## config.mk

```make
export PLATFORM = sky130hd
export DESIGN_NAME = aicp_config_port
export DESIGN_NICKNAME = d
export VERILOG_FILES = /design/src/aicp_pkg.sv /design/src/aicp_pin_sync.sv /design/src/aicp_config_port.sv
export SDC_FILE = /design/constraint.sdc
export NUM_CORES = 1
export LEC_CHECK = 0
export BUFFER_PORTS_ARGS = -buffer_cell sky130_fd_sc_hd__buf_2
export CAP_MARGIN = 0
export CORE_MARGIN = 10
export CORE_UTILIZATION = 40
export DETAILED_ROUTE_END_ITERATION = 6
export REMOVE_ABC_BUFFERS = 1
export SYNTH_ARGS = -nofsm -noshare
export SYNTH_HDL_FRONTEND = slang
export SYNTH_HIERARCHICAL = 1
export SYNTH_SLANG_ARGS = --single-unit
```

## constraint.sdc

```tcl
create_clock -name clk_sys_in -period 7.31 [get_ports clk_sys_in]
set_input_delay 1.462 -clock clk_sys_in [delete_from_list [all_inputs] [get_ports clk_sys_in]]
set_output_delay 1.462 -clock clk_sys_in [all_outputs]
set_load 0.01 [all_outputs]
```

## src/aicp_pkg.sv

```systemverilog
// constants, register map and state codes of the front-end configuration port
package aicp_pkg;
  localparam int REG_W = 8;
  localparam logic [6:0] SLAVE_ADDR = 7'h48;
  // register offsets
  localparam logic [7:0] OFS_READY = 8'h00;
  localparam logic [7:0] OFS_PROTECT = 8'h01;
  localparam logic [7:0] OFS_AMP = 8'h10;
  localparam logic [7:0] OFS_REF = 8'h11;
  localparam logic [7:0] OFS_OPSEL = 8'h12;
  // reset values
  localparam logic [7:0] RST_READY = 8'h00;
  localparam logic [7:0] RST_PROTECT = 8'h01;
  localparam logic [7:0] RST_AMP = 8'h03;
  localparam logic [7:0] RST_REF = 8'h20;
  localparam logic [7:0] RST_OPSEL = 8'h00;
  // field positions
  localparam int PROTECT_BIT = 0;
  localparam int FB_LSB = 2;
  localparam int FB_MSB = 4;
  localparam int LOAD_LSB = 0;
  localparam int LOAD_MSB = 1;
  localparam int SHORT_BIT = 7;
  localparam int OPC_LSB = 0;
  localparam int OPC_MSB = 2;
  // writable masks, reserved bits store and read as zero
  localparam logic [7:0] MASK_PROTECT = 8'h01;
  localparam logic [7:0] MASK_AMP = 8'h1f;
  localparam logic [7:0] MASK_REF = 8'hff;
  localparam logic [7:0] MASK_OPSEL = 8'h87;
  // operation codes
  localparam logic [2:0] OPC_DEEP_SLEEP = 3'h0;
  localparam logic [2:0] OPC_TWO_LEAD = 3'h1;
  localparam logic [2:0] OPC_STANDBY = 3'h2;
  localparam logic [2:0] OPC_THREE_LEAD = 3'h3;
  localparam logic [2:0] OPC_TEMP_AMP_OFF = 3'h6;
  localparam logic [2:0] OPC_TEMP_AMP_ON = 3'h7;
  // timing
  localparam int CLK_HZ = 20_000_000;
  localparam int TICK_NS = 1000;
  localparam int TICK_CYCLES = (CLK_HZ / 1_000_000) * TICK_NS / 1000;
  localparam int TIMEOUT_US = 25000;
  localparam int READY_DELAY_US = 10;
  localparam int READY_CYCLES = (CLK_HZ / 1_000_000) * READY_DELAY_US;
  typedef enum logic [9:0] {
    ST_IDLE = 10'b0000000001,
    ST_ADDR = 10'b0000000010,
    ST_ADDR_ACK = 10'b0000000100,
    ST_PTR = 10'b0000001000,
    ST_PTR_ACK = 10'b0000010000,
    ST_WDATA = 10'b0000100000,
    ST_WDATA_ACK = 10'b0001000000,
    ST_RDATA = 10'b0010000000,
    ST_RDATA_ACK = 10'b0100000000,
    ST_IGNORE = 10'b1000000000
  } aicp_state_e;
endpackage : aicp_pkg

```

## src/aicp_pin_sync.sv

```systemverilog
// three-stage pin synchroniser, a change counts once stages two and three agree
`timescale 1ns/1ns
module aicp_pin_sync #(
  parameter int W = 3,
  parameter logic [W-1:0] RST_VAL = '1
) (
  input wire logic clk_sys_in,
  input wire logic rstn_in,
  input wire logic [W-1:0] pin_in,
  output logic [W-1:0] level_out
);
  logic [W-1:0] s1_q;
  logic [W-1:0] s2_q;
  logic [W-1:0] s3_q;
  logic [W-1:0] lvl_q;
  wire [W-1:0] agree = ~(s2_q ^ s3_q);
  wire [W-1:0] lvl_d = (agree & s3_q) | (~agree & lvl_q);

  always_ff @(posedge clk_sys_in or negedge rstn_in)
    if (!rstn_in)
    begin
      s1_q <= RST_VAL;
      s2_q <= RST_VAL;
      s3_q <= RST_VAL;
      lvl_q <= RST_VAL;
    end
    else
    begin
      s1_q <= pin_in;
      s2_q <= s1_q;
      s3_q <= s2_q;
      lvl_q <= lvl_d;
    end

  assign level_out = lvl_q;
endmodule : aicp_pin_sync

```

## src/aicp_config_port.sv

```systemverilog
// serial configuration port with register bank, bus-stuck timeout and mode decode
`timescale 1ns/1ns
// Behaviour
// - clock line low past the stuck limit resets the serial logic
// - data held low by us past the stuck limit resets and releases it
// - after reset deep sleep: commands accepted, both amplifiers and sensor off
// - standby: current-to-voltage amp off, control amplifier on
// - three-lead: control amp, current-to-voltage amp and bias all on
// - temperature, amp off: standby enables plus sensor routed to output
// - temperature, amp on: three-lead enables plus sensor routed to output
// - two-lead: control amplifier off, internal zero bypassed
// - standard mode; zero pulls low, one releases to pull-up
// - fixed seven-bit slave address
// - ack a matching address, nack any other
// - write: pointer byte then one data byte, each acked
// - read: pointer write, repeated start, read address, byte shifted out
// - status bit 0 shows ready; data writes refused until ready
// - protection bit 0 locks amplifier and reference registers, reset locked
// - amplifier bits 4:2 select feedback resistance
// - amplifier bits 1:0 select load resistance, bits 7:5 reserved
// - register map offsets and reset values; mode register never locked
// - respond only while module enable is low
// - mode bits 2:0 select operation, bit 7 the shorting switch
module aicp_config_port #(
  parameter int TIMEOUT_TICKS = aicp_pkg::TIMEOUT_US
) (
  input wire logic clk_sys_in,
  input wire logic rstn_in,
  input wire logic scl_in,
  input wire logic sda_in,
  input wire logic module_enable_n_in,
  output logic sda_out,
  output logic sda_oe_out,
  output logic device_ready_out,
  output logic control_amplifier_en_out,
  output logic current_to_voltage_amp_en_out,
  output logic bias_en_out,
  output logic temp_sensor_en_out,
  output logic analog_output_temp_sel_out,
  output logic zero_bypass_out,
  output logic electrode_short_switch_out,
  output logic [2:0] feedback_resistance_sel_out,
  output logic [1:0] load_resistance_sel_out,
  output logic [aicp_pkg::REG_W-1:0] reference_bias_control_out
);
  import aicp_pkg::*;

  // synchronised pins
  logic [2:0] pins_f;
  aicp_pin_sync #(.W(3), .RST_VAL(3'h7)) u_sync (
    .clk_sys_in(clk_sys_in),
    .rstn_in(rstn_in),
    .pin_in({module_enable_n_in, sda_in, scl_in}),
    .level_out(pins_f)
  );
  wire scl_f = pins_f[0];
  wire sda_f = pins_f[1];
  wire enable_n_f = pins_f[2];

  logic scl_prev_q;
  logic sda_prev_q;
  always_ff @(posedge clk_sys_in or negedge rstn_in)
    if (!rstn_in)
    begin
      scl_prev_q <= 1'b1;
      sda_prev_q <= 1'b1;
    end
    else
    begin
      scl_prev_q <= scl_f;
      sda_prev_q <= sda_f;
    end

  wire scl_rise = scl_f & ~scl_prev_q;
  wire scl_fall = ~scl_f & scl_prev_q;
  wire start_seen = scl_f & scl_prev_q & sda_prev_q & ~sda_f;
  wire stop_seen = scl_f & scl_prev_q & ~sda_prev_q & sda_f;

  // registers
  aicp_state_e state_q;
  aicp_state_e state_d;
  logic [3:0] bit_cnt_q;
  logic [7:0] shift_q;
  logic [7:0] ptr_q;
  logic drive_low_q;
  logic read_dir_q;
  logic master_ack_q;
  logic [7:0] protect_q;
  logic [7:0] amp_q;
  logic [7:0] ref_q;
  logic [7:0] opsel_q;
  logic ready_q;
  logic [7:0] ready_cnt_q;

  // internal timebase and bus-stuck watch
  logic [4:0] tick_cnt_q;
  logic [15:0] stuck_cnt_q;
  wire tick = (tick_cnt_q == 5'(TICK_CYCLES - 1));
  wire stuck_cond = ~scl_f | drive_low_q;
  wire line_change = (scl_f ^ scl_prev_q) | (sda_f ^ sda_prev_q);
  wire stuck_hit = (stuck_cnt_q >= 16'(TIMEOUT_TICKS));

  always_ff @(posedge clk_sys_in or negedge rstn_in)
    if (!rstn_in)
      tick_cnt_q <= 5'h00;
    else
      tick_cnt_q <= tick ? 5'h00 : tick_cnt_q + 5'h01;

  always_ff @(posedge clk_sys_in or negedge rstn_in)
    if (!rstn_in)
      stuck_cnt_q <= 16'h0000;
    else if (!stuck_cond || line_change || stuck_hit)
      stuck_cnt_q <= 16'h0000;
    else if (tick)
      stuck_cnt_q <= stuck_cnt_q + 16'h0001;

  // decode
  function automatic logic [7:0] read_reg(input logic [7:0] ofs, input logic [7:0] prot,
                                          input logic [7:0] amp, input logic [7:0] refc,
                                          input logic [7:0] ops, input logic rdy);
    case (ofs)
      OFS_READY: read_reg = {7'h00, rdy};
      OFS_PROTECT: read_reg = prot;
      OFS_AMP: read_reg = amp;
      OFS_REF: read_reg = refc;
      OFS_OPSEL: read_reg = ops;
      default: read_reg = 8'h00;
    endcase
  endfunction : read_reg

  wire bus_abort = enable_n_f | stuck_hit;
  wire byte_done = scl_fall & (bit_cnt_q == 4'h8);
  wire addr_match = (shift_q[7:1] == SLAVE_ADDR);
  wire locked = protect_q[PROTECT_BIT];
  wire lockable = (ptr_q == OFS_AMP) | (ptr_q == OFS_REF);
  wire wr_commit = (state_q == ST_WDATA) & byte_done & ready_q;
  wire wr_allowed = wr_commit & ~(locked & lockable);
  wire [7:0] rd_byte = read_reg(ptr_q, protect_q, amp_q, ref_q, opsel_q, ready_q);
  wire [7:0] wr_byte = shift_q;

  always_comb
  begin
    state_d = state_q;
    case (state_q)
      ST_IDLE: state_d = ST_IDLE;
      ST_ADDR: if (byte_done) state_d = addr_match ? ST_ADDR_ACK : ST_IGNORE;
      ST_ADDR_ACK: if (scl_fall) state_d = read_dir_q ? ST_RDATA : ST_PTR;
      ST_PTR: if (byte_done) state_d = ST_PTR_ACK;
      ST_PTR_ACK: if (scl_fall) state_d = ST_WDATA;
      ST_WDATA: if (byte_done) state_d = ready_q ? ST_WDATA_ACK : ST_IGNORE;
      ST_WDATA_ACK: if (scl_fall) state_d = ST_IGNORE;
      ST_RDATA: if (byte_done) state_d = ST_RDATA_ACK;
      ST_RDATA_ACK: if (scl_fall) state_d = master_ack_q ? ST_RDATA : ST_IGNORE;
      ST_IGNORE: state_d = ST_IGNORE;
      default: state_d = ST_IDLE;
    endcase
    if (start_seen)
      state_d = ST_ADDR;
    if (stop_seen)
      state_d = ST_IDLE;
    if (bus_abort)
      state_d = ST_IDLE;
  end

  always_ff @(posedge clk_sys_in or negedge rstn_in)
    if (!rstn_in)
      state_q <= ST_IDLE;
    else
      state_q <= state_d;

  // bit counter and shifter
  always_ff @(posedge clk_sys_in or negedge rstn_in)
    if (!rstn_in)
    begin
      bit_cnt_q <= 4'h0;
      shift_q <= 8'h00;
    end
    else if (start_seen || bus_abort || (scl_fall && state_q != state_d))
    begin
      bit_cnt_q <= 4'h0;
      shift_q <= (state_d == ST_RDATA) ? rd_byte : 8'h00;
    end
    else if (scl_rise && state_q != ST_RDATA)
    begin
      bit_cnt_q <= bit_cnt_q + 4'h1;
      shift_q <= {shift_q[6:0], sda_f};
    end
    else if (scl_rise)
      bit_cnt_q <= bit_cnt_q + 4'h1;
    else if (scl_fall && state_q == ST_RDATA)
      shift_q <= {shift_q[6:0], 1'b0};

  always_ff @(posedge clk_sys_in or negedge rstn_in)
    if (!rstn_in)
    begin
      read_dir_q <= 1'b0;
      master_ack_q <= 1'b0;
      ptr_q <= 8'h00;
    end
    else
    begin
      if (state_q == ST_ADDR && byte_done)
        read_dir_q <= shift_q[0];
      if (state_q == ST_RDATA_ACK && scl_rise)
        master_ack_q <= ~sda_f;
      if (state_q == ST_PTR && byte_done)
        ptr_q <= shift_q;
    end

  // data line: only ever pulled low, never driven high
  wire drive_d = (state_d == ST_ADDR_ACK) | (state_d == ST_PTR_ACK) | (state_d == ST_WDATA_ACK)
               | ((state_d == ST_RDATA) & ~(scl_fall ? (state_q == ST_RDATA ? shift_q[6] : rd_byte[7])
                                                      : shift_q[7]));
  always_ff @(posedge clk_sys_in or negedge rstn_in)
    if (!rstn_in)
      drive_low_q <= 1'b0;
    else if (bus_abort || start_seen || stop_seen)
      drive_low_q <= 1'b0;
    else if (scl_fall)
      drive_low_q <= drive_d;
  assign sda_out = 1'b0;
  assign sda_oe_out = drive_low_q;

  // register bank
  always_ff @(posedge clk_sys_in or negedge rstn_in)
    if (!rstn_in)
    begin
      protect_q <= RST_PROTECT;
      amp_q <= RST_AMP;
      ref_q <= RST_REF;
      opsel_q <= RST_OPSEL;
    end
    else if (wr_allowed)
    begin
      if (ptr_q == OFS_PROTECT)
        protect_q <= wr_byte & MASK_PROTECT;
      if (ptr_q == OFS_AMP)
        amp_q <= wr_byte & MASK_AMP;
      if (ptr_q == OFS_REF)
        ref_q <= wr_byte & MASK_REF;
      if (ptr_q == OFS_OPSEL)
        opsel_q <= wr_byte & MASK_OPSEL;
    end

  // power-on readiness
  always_ff @(posedge clk_sys_in or negedge rstn_in)
    if (!rstn_in)
    begin
      ready_cnt_q <= 8'h00;
      ready_q <= RST_READY[0];
    end
    else if (!ready_q)
    begin
      ready_cnt_q <= ready_cnt_q + 8'h01;
      ready_q <= (ready_cnt_q == 8'(READY_CYCLES - 1));
    end
  assign device_ready_out = ready_q;

  // analog enables from the operation code
  wire [2:0] opc = opsel_q[OPC_MSB:OPC_LSB];
  wire op_three = (opc == OPC_THREE_LEAD) | (opc == OPC_TEMP_AMP_ON);
  wire op_standby = (opc == OPC_STANDBY) | (opc == OPC_TEMP_AMP_OFF);
  wire op_temp = (opc == OPC_TEMP_AMP_OFF) | (opc == OPC_TEMP_AMP_ON);
  wire op_two = (opc == OPC_TWO_LEAD);
  assign control_amplifier_en_out = op_three | op_standby;
  assign current_to_voltage_amp_en_out = op_three | op_two;
  assign bias_en_out = op_three;
  assign temp_sensor_en_out = op_temp;
  assign analog_output_temp_sel_out = op_temp;
  assign zero_bypass_out = op_two;
  assign electrode_short_switch_out = opsel_q[SHORT_BIT];
  assign feedback_resistance_sel_out = amp_q[FB_MSB:FB_LSB];
  assign load_resistance_sel_out = amp_q[LOAD_MSB:LOAD_LSB];
  assign reference_bias_control_out = ref_q;
endmodule : aicp_config_port

```

======== After elaboration in Yosys (flattened, before gate mapping) ========
Index checks and enable logic that the tools add are counted.
operators by class
  add/sub/neg operators ................... 4
  mux-type cells .......................... 33
  bitwise logic cells ..................... 39
  equality and inequality tests ........... 29
  order comparisons ....................... 1
  reductions and logical operators ........ 22
operator list
  operator               count
  $mux 10                14
  $pmux 10 s9            1
  $mux 8                 6
  $pmux 8 s5             1
  $mux 16                2
  $eq 8x5->1 const B     3
  $eq 10x3->1 const B    2
  $eq 10x5->1 const B    2
  $eq 10x7->1 const B    2
  $eq 10x8->1 const B    2
  $add 16x1->16 const B  1
  $ge 16x15->1 const B   1
  $and 1x1->1            13
  $mux 4                 3
  $or 1x1->1             12
  $eq 10x10->1 const B   1
  $eq 10x2->1 const B    1
  $eq 10x4->1 const B    1
  $eq 10x6->1 const B    1
  $eq 10x9->1 const B    1
  $ne 10x10->1           1
  $ne 10x8->1 const B    1
  $reduce_and 2->1       5
  $add 8x1->8 const B    1
  25 further kinds       50
word-level totals
  input port bits ......................... 5
  flip-flop bits (word level) ............. 95
  output and inout port bits .............. 23
  logic and storage cells ................. 149

======== Logic depth before layout (Yosys ltp) ========
Gate-level depths: netlist of the first run.
  word-level depth ........................ 14
  gate-level depth with buffers ........... 14
  mapped depth without buffers ............ 11

======== Modules after synthesis ========
Netlist of the first run, hierarchy kept.
modules (own cells, without submodules)
  module            times used  area an instance (µm²)  cells each  seq. area each (µm²)
  aicp_config_port  1           4575.6                  445         2085.8
  aicp_pin_sync     1           349.1                   15          315.3

======== Least setup slack after synthesis of the first run ========
OpenSTA, ideal clock, no wires.
  path type ............................... register to register
  start ................................... register state_q[1]
  end ..................................... register shift_q[2]
  cell stages (with the launch flop) ...... 10
  library setup time ...................... 0.125 ns
  clock period less this slack ............ 2.951 ns
  required time ........................... 7.185 ns
  data arrival time ....................... 2.826 ns
  slack ................................... 4.359 ns
  path buffers ............................ 1
  cell sequence ........................... dfrtp_1 or4_1 or4_4 o31a_1 a2111oi_0 nand2_1 nor4b_4 a21oi_2 buf_6 mux2i_1
on the way
  word-level cells in the longest chain between the ends .. 10
  elaborated cells on any way between the ends .. 34
  those cells by class .................... eq/ne (13); mux (15); reduce/logical (6)
ends and longest elaborated chain
  what                                                       RTL line                 text
  start: declaration                                         aicp_config_port.sv:80   aicp_state_e state_q;
  start signal: assignment                                   aicp_config_port.sv:169  state_q <= state_d;
  $eq 10x10->1, or another cell as far along                 aicp_config_port.sv:144  case (state_q)
  $pmux 10 s9                                                aicp_config_port.sv:144
  $mux 10                                                    aicp_config_port.sv:157  if (start_seen)
  $mux 10                                                    aicp_config_port.sv:159  if (stop_seen)
  $mux 10                                                    aicp_config_port.sv:161  if (bus_abort)
  $ne 10x10->1                                               aicp_config_port.sv:178  else if (start_seen || bus_abort || (scl_fall && state_q != state_d))
  $logic_and 1x1->1                                          aicp_config_port.sv:178
  $logic_or 1x1->1                                           aicp_config_port.sv:178
  $ne 3x1->1 (no line) or $reduce_bool 3->1 (tied branches)  n/a
  $reduce_and 2->1 (no line)                                 n/a
  end signal: assignment                                     aicp_config_port.sv:181  shift_q <= (state_d == ST_RDATA) ? rd_byte : 8'h00;
  end signal: assignment                                     aicp_config_port.sv:186  shift_q <= {shift_q[6:0], sda_f};
  end signal: assignment                                     aicp_config_port.sv:191  shift_q <= {shift_q[6:0], 1'b0};
  end: declaration                                           aicp_config_port.sv:83   logic [7:0] shift_q;
Parallel ways exist; a longest one is shown, timed or not.
A chain may end at the register's enable or synchronous reset.

======== Worst setup path after layout of the first run ========
  start ................................... register state_q[8]
  end ..................................... register shift_q[6]
The elaborated chain is that of the path after synthesis.

==> results of run 1 <==
layout by cell type (no fill, tap or decap), types with 12 or more instances in the layout:
cell type / n
buf_2: 25
dfrtp_1: 76
dfstp_2: 19
inv_1: 12
mux2_2: 26
mux2i_1: 22
nand2_1: 45
nand3_1: 15
nand4_1: 13
nor2_1: 47
xnor2_1: 18
xor2_1: 14
metrics by stage:
stage | instances | total power [W]
2_1_floorplan | 438 | 0.000588
3_3_place_gp | 614 | 0.000611
3_5_place_dp | 614 | 0.000612
4_1_cts | 630 | 0.00108
5_1_grt | 630 | 0.00112
6_report | 630 | 0.00107
routing by layer:
| metal | global-route usage [%] | wire, um | vias to the layer above |
|---|---|---|---|
| li1 | - | - | 1662 |
| met1 | 16.9 | 5050 | 1707 |
| met2 | 19.1 | 4670 | 72 |
| met3 | 2.86 | 424 | 18 |
| met4 | 5.04 | 172 | 0 |
| met5 | 0 | 0 | - |
flip-flops by register name, summed over array words and instances, names as in the netlist, named ones only:
register / flops
read_dir_q: 1
ready_cnt_q: 8
master_ack_q: 1
tick_cnt_q: 5
reference_bias_control_out: 8
protect_q: 1
u_sync/s2_q: 3
state_q: 10
stuck_cnt_q: 16
sda_oe_out: 1
u_sync/s3_q: 3
ptr_q: 8
scl_prev_q: 1
amp_q: 5
shift_q: 8
u_sync/s1_q: 3
sda_prev_q: 1
bit_cnt_q: 4
device_ready_out: 1
opsel_q: 4
area by class of cell:
cell class / count / area (sq um)
Fill cell: 1143 / 6610
Sequential cell: 95 / 2400
Multi-Input combinational cell: 331 / 2310
Clock buffer: 12 / 268
Tap cell: 147 / 184
Timing Repair Buffer: 29 / 155
Inverter: 12 / 45.0
Clock inverter: 4 / 35.0
how the worst max path moves through the flow:
stage,endpoint,cells past startpoint,start,slack [ns]
2_1_floorplan,shift_q[0]$_DFFE_PN0P_,8,state_q[5]$_DFF_PN0_,4.33
3_3_place_gp,shift_q[1]$_DFFE_PN0P_,9,state_q[8]$_DFF_PN0_,3.80
3_5_place_dp,shift_q[6]$_DFFE_PN0P_,9,state_q[8]$_DFF_PN0_,3.68
4_1_cts,shift_q[6]$_DFFE_PN0P_,9,state_q[8]$_DFF_PN0_,3.71
5_1_grt,shift_q[6]$_DFFE_PN0P_,9,state_q[8]$_DFF_PN0_,3.38
6_report,shift_q[6]$_DFFE_PN0P_,9,state_q[8]$_DFF_PN0_,3.72
logic make-up after synthesis:
group	after synthesis	share of synthesized area, %
other	1	0.0761
buffers and inverters	35	4.34
flip-flops	95	48.8
adder cells (fa/ha/maj)	12	2.97
XOR/XNOR	32	5.69
AO/OA/AOI/OAI	46	6.53
multiplexers	49	10.9
AND/OR/NAND/NOR	190	20.8
where the power goes:
group           total, W  internal (W)  switching (W)
Clock           0.000471      0.000265       0.000206
Sequential      0.000547      0.000538     0.00000963
Combinational  0.0000542     0.0000193      0.0000349
==> impl_metrics.yaml, run 1 <==
yosys:
  seq_area_frac_synth_pct: 48.8
  synthTopCellsByArea: "dfrtp_1 39%, dfstp_2 10%, mux2_2 5.9%, mux2i_1 4.5%, nor2_1 3.6%"
  synth_common_cells: "76 x dfrtp_1, 47 x nor2_1, 45 x nand2_1"
  synth-edff-count: 0
  ys_seq_elements: 95
  synth-async-reset-ratio_pct: 100
  synth_area_per_cell_sq_um: 10.7
  yosysUniqueCellTypes: 65
  synth_area_sq_um: 4920
  syn_inst: 460
  yosys.area.top_type_share_pct: 38.6
  synth_flop_cell: "dfrtp_1"
  synth_top_area_cell: "dfrtp_1"
  yosys_warnings: 6
  synth.most_common_cell: "dfrtp_1"
worst_setup_path:
  crit_chain: "or4_1 -> nor4_1 -> nand4_1 -> a31oi_1 -> a2111oi_0 -> nand2_1 -> nor4b_4 -> a21oi_2 -> mux2i_1"
  r2r-start: "state_q[8]$_DFF_PN0_"
  timing.reg2reg.setup_slack_ns: 3.72
  path_class: "reg -> reg"
  cp_top_family: "simple AND/OR/NAND/NOR gates"
  cp.buffers_inverters: 0
  reg2reg_depth: 9
  start_kind: "flop"
  slowest_delay_ns: 0.70
  critPathSlowestCell: "or4_1"
  r2r_end: "shift_q[6]$_DFFE_PN0P_"
  worstPathArrival_ns: 3.87
  cp.required_ns: 7.58
  cp_max_fo: 12
  end_kind: "flop"
clocking:
  worstSkewPairLatency_ns: 0.35
  clk_path_buf_depth: 2
  cts_resized: 0
  numCtsBuffers: 9
  post_cts_buffers: 0
  h-tree-depth: 3
  cts-root-buf: "clkbuf_16"
  clk_pin_slew_ns: 0.07
  cts.sinks: 95
  cts_tree: "built"
  hold_buffers: 0
hold_path:
  min-delay-path-class: "reg -> reg"
  min_from: "u_sync/s1_q[0]$_DFF_PN1_"
  holdPathStages: 0
  min_to: "u_sync/s2_q[0]$_DFF_PN1_"
drt:
  ant_nets: 0
  vias: 3459
  totalWireLength_um: 10300
  viasPerCell: 5.49
  drc: 0
  routedWlPerCell_um: 16.4
  firstDrtPassIters: 5
  drt_iter0_drc: 201
floorplanning:
  pin_count: 28
  row_count: 40
  die_area_sq_um: 17200
  die_h_um: 131
  die_w_um: 131
  start_util_pct: 41.0
  coreArea_sq_um: 12000
layout:
  area_growth_pct: 9.68
  nNetsFinal: 492
  diodes: 0
  final_util_pct: 45.0
  drive_gt1_share_pct: 21.7
  finish.instance_area_sq_um: 5400
status:
  outcome: "completed"
placement:
  dp_hpwl_um: 7320
  globalplace.congestion: 0.938
  placed_cell_area_sq_um: 5100
  placement.io_buffers: 26
  dp_slack_ns: 3.68
timing:
  tns_ns: 0
  period_needed_ns: 3.59
  slew_headroom_pct: 37.3
  finalCritPeriodShare_pct: 49.2
  hold_slack_ns: 0.356
  final_max_slew_viol_count: 0
  hold_viol: 0
  rsz0062_at_grt: "false"
  fmax_mhz: 278
  setup_slack_ns: 3.72
  finalSetupViolations: 0
  finClkSkew_ns: 0.00603
  worst_slew_pin_slew_ns: 0.931
global_route:
  gr-total-overflow: 0
  antenna_found_initial: 0
  grt_max_degree: 69
  track_usage_pct: 12.6
  grt_pass1_vias: 3402
  grt_pass1_wl_um: 17200
pwr:
  p_leak_nw: 2.42
  ir_drop_mv: 0.158
  power_density_nw_per_um2: 199
run:
  maxCapViolations: 0
No activity file was read; power rests on OpenSTA's default activity.
==> run 2, diff against run 1 <==
--- a/config.mk
+++ b/config.mk
@@ -5,6 +5,7 @@
 export SDC_FILE = /design/constraint.sdc
 export NUM_CORES = 1
 export LEC_CHECK = 0
+export ABC_AREA = 1
 export BUFFER_PORTS_ARGS = -buffer_cell sky130_fd_sc_hd__buf_2
 export CAP_MARGIN = 0
 export CORE_MARGIN = 10
==> constraint.sdc (replaced) <==
create_clock -name clk_sys_in -period 3.31 [get_ports clk_sys_in]
set_input_delay 0.662 -clock clk_sys_in [delete_from_list [all_inputs] [get_ports clk_sys_in]]
set_output_delay 0.662 -clock clk_sys_in [all_outputs]
set_load 0.01 [all_outputs]
==> run 2 against run 1 <==
Area after synthesis rose by 7.1%; highest routed layer unchanged; via count is 35% higher; design area up 9.5%; clock-buffer cell count down 2.
==> impl_metrics.yaml, run 2 <==
worst_setup_path:
  start_kind: "flop"
  end_kind: "flop"
  worstPathArrival_ns: 3.28
  path_class: "reg -> reg"
  cp.required_ns: 3.59
  cp_max_fo: 17
floorplanning:
  die_w_um: 135
  die_h_um: 135
  start_util_pct: 41.3
  die_area_sq_um: 18200
  row_count: 41
  pin_count: 28
  coreArea_sq_um: 12800
drt:
  firstDrtPassIters: 5
  viasPerCell: 5.16
  vias: 4677
  routedWlPerCell_um: 14.3
  totalWireLength_um: 12900
  met2_length_um: 5990
  route.met3.wl_um: 597
  drt_iter0_drc: 397
  wl_met1_um: 6020
  drc: 0
  ant_nets: 0
  top_layer_used: "met4"
yosys:
  yosys_warnings: 6
  synth_top_family_by_area: "simple AND/OR/NAND/NOR gates"
  seq_area_frac_synth_pct: 45.5
  synth_area_sq_um: 5270
  yosys.area.top_type_share_pct: 36.1
  synth.most_common_cell: "nand2_1"
  syn_inst: 696
  ys_seq_elements: 95
  synthTopCellsByArea: "dfrtp_1 36%, nand2_1 13%, dfstp_2 9.5%, inv_1 5.6%, nor2_1 5.4%"
  synth_flop_cell: "dfrtp_1"
  synth_mux_area_share_pct: 0
  synth_top_area_cell: "dfrtp_1"
  synth_xor_area_share_pct: 1.99
  synth_area_per_cell_sq_um: 7.58
  yosysUniqueCellTypes: 41
  synth-async-reset-ratio_pct: 100
  synth_adder_area_share_pct: 2.14
  synth-edff-count: 0
  synth_compound_area_share_pct: 8.76
  synthSimpleGateAreaFrac_pct: 33.7
  synth_common_cells: "186 x nand2_1, 79 x inv_1, 76 x dfrtp_1, 76 x nor2_1, 54 x nand3_1"
timing:
  rsz0062_at_grt: "false"
  slew_headroom_pct: 58.5
  worst_slew_pin_slew_ns: 0.621
  final_max_slew_viol_count: 0
  hold_viol: 0
  finalSetupViolations: 0
  fmax_mhz: 334
  period_needed_ns: 3.00
  tns_ns: 0
  finClkSkew_ns: 0.00965
  finalCritPeriodShare_pct: 90.6
clocking:
  cts-root-buf: "clkbuf_16"
  clk_pin_slew_ns: 0.07
  post_cts_buffers: 0
  worstSkewPairLatency_ns: 0.35
  clk_path_buf_depth: 2
  h-tree-depth: 3
  cts.sinks: 95
  hold_buffers: 0
  cts_tree: "built"
  numCtsBuffers: 9
layout:
  nFillCells: 1246
  largest_reg_flops: 16
  top_register: "stuck_cnt_q"
  largestRegisters: "stuck_cnt_q: 16 flops, state_q: 10 flops"
  regArea_sq_um: 2400
  finish.instance_area_sq_um: 5910
  multi_input_area_sq_um: 2470
  drive_gt1_share_pct: 14.4
  final_common_cell: "nand2_1"
  diodes: 0
  final_cell_mix: "186 x nand2_1, 79 x inv_1, 76 x nor2_1, 76 x dfrtp_1, 54 x nand3_1"
  nNetsFinal: 743
  area_growth_pct: 12.1
global_route:
  gr-total-overflow: 0
  grt_max_degree: 50
  grt_pass1_vias: 4608
  grt_pass1_wl_um: 22100
  track_usage_pct: 14.8
  antenna_found_initial: 0
pwr:
  sw_frac_of_total_pct: 26.6
  power_density_nw_per_um2: 431
  ir_drop_mv: 0.450
  p_sw_w: 0.000678
  finalPower_w: 0.00255
  internal-power_w: 0.00187
  p_seq_share_pct: 48.8
  p_clk_share_pct: 42.2
  p_comb_share_pct: 9.0
  p_leak_nw: 2.91
hold_path:
  min-delay-path-class: "in -> async"
run:
  maxCapViolations: 0
placement:
  placed_cell_area_sq_um: 5610
  dp_hpwl_um: 9780
  placement.io_buffers: 26
  globalplace.congestion: 0.925
status:
  outcome: "completed"
[run 2: changes by cell type in the layout (fill, tap and decap cells not counted), sizes merged, moves of 22 or more]
cell	previous run	this run
nand2	45	193
nand3	15	59
inv	14	93
nor2	48	88
mux2i	22	0
mux2	26	0
o21ai	11	46
[run 2: metrics by stage]
| step | worst slack (ns) | std cells | utilization (%) | hold WS [ns] |
|---|---|---|---|---|
| after floorplan | 0.709 | 685 | - | 0.345 |
| after global placement | 0.351 | 890 | 43.9 | 0.347 |
| after detailed placement | 0.267 | 890 | 43.9 | 0.347 |
| after CTS | 0.248 | 906 | 46.3 | 0.344 |
| after global routing | 0.00315 | 906 | 46.3 | 0.365 |
| final | 0.312 | 906 | 46.3 | 0.315 |
[run 2: kinds of logic (layout without fill, tap and decap cells)]
family | count (synthesis) | after routing
simple gates | 393 | 393
buf+inv | 103 | 140
flops | 95 | 95
compound gates | 83 | 83
xor+xnor | 12 | 12
fa+ha+maj | 9 | 9
other cells | 1 | 2
[run 2: what timing repair did]
action	4_1_cts	5_1_grt
setup endpoints to repair	0	12
gates resized for setup	0	1
hold endpoints to repair	0	0
[run 2: layer usage]
layer | up-vias | GRT usage (%)
met1 | 2202 | 19.0
met5 | - | 0
li1 | 2334 | -
met4 | 0 | 5.74
met3 | 29 | 3.08
met2 | 112 | 24.0
[run 2: path summary, 6_finish.rpt]
| check | from | endpoint | slack [ns] | cells after the start |
|---|---|---|---|---|
| worst min register to register | u_sync/s1_q[0]$_DFF_PN1_ | u_sync/s2_q[0]$_DFF_PN1_ | 0.36 | 0 |
| worst max-delay path | scl_prev_q$_DFF_PN1_ | shift_q[3]$_DFFE_PN0P_ | 0.31 | 17 |
| min in group clk_sys_in | u_sync/s1_q[0]$_DFF_PN1_ | u_sync/s2_q[0]$_DFF_PN1_ | 0.36 | 0 |
| max in group asynchronous | rstn_in | reference_bias_control_out[5]$_DFFE_PN1P_ | 2.15 | 2 |
| worst min-delay path | rstn_in | tick_cnt_q[0]$_DFF_PN0_ | 0.32 | 1 |
| worst max register to register | scl_prev_q$_DFF_PN1_ | shift_q[3]$_DFFE_PN0P_ | 0.31 | 17 |
[run 2: final cells by class]
class	instances	area share, %
Clock buffer	10	3.87
Timing Repair Buffer	33	3.13
Clock inverter	6	1.27
Multi-Input combinational cell	499	41.7
Sequential cell	95	40.6
Inverter	91	5.78
Tap cell	172	3.64
[run 2: critical path, stage by stage (launching register included)]
cell,delay [ns]
dfstp_2,0.55
ha_2,0.30
nand2_1,0.10
nor2_2,0.33
nand2_1,0.18
nand3_1,0.17
nand2_1,0.08
nand2_1,0.06
nand3_1,0.08
nand4_1,0.08
nand2_1,0.06
nor2_1,0.19
nand3_2,0.12
nand2_4,0.17
nand2_2,0.21
nand2_1,0.13
nand2_1,0.07
nand2_1,0.05
[run 2: power groups by stage]
stage          clock network [W]  registers [W]  logic [W]
2_1_floorplan                  0        0.00125   0.000143
3_3_place_gp                   0        0.00126   0.000223
3_5_place_dp                   0        0.00126   0.000229
4_1_cts                  0.00110        0.00124   0.000230
5_1_grt                  0.00115        0.00125   0.000266
6_report                 0.00108        0.00124   0.000228
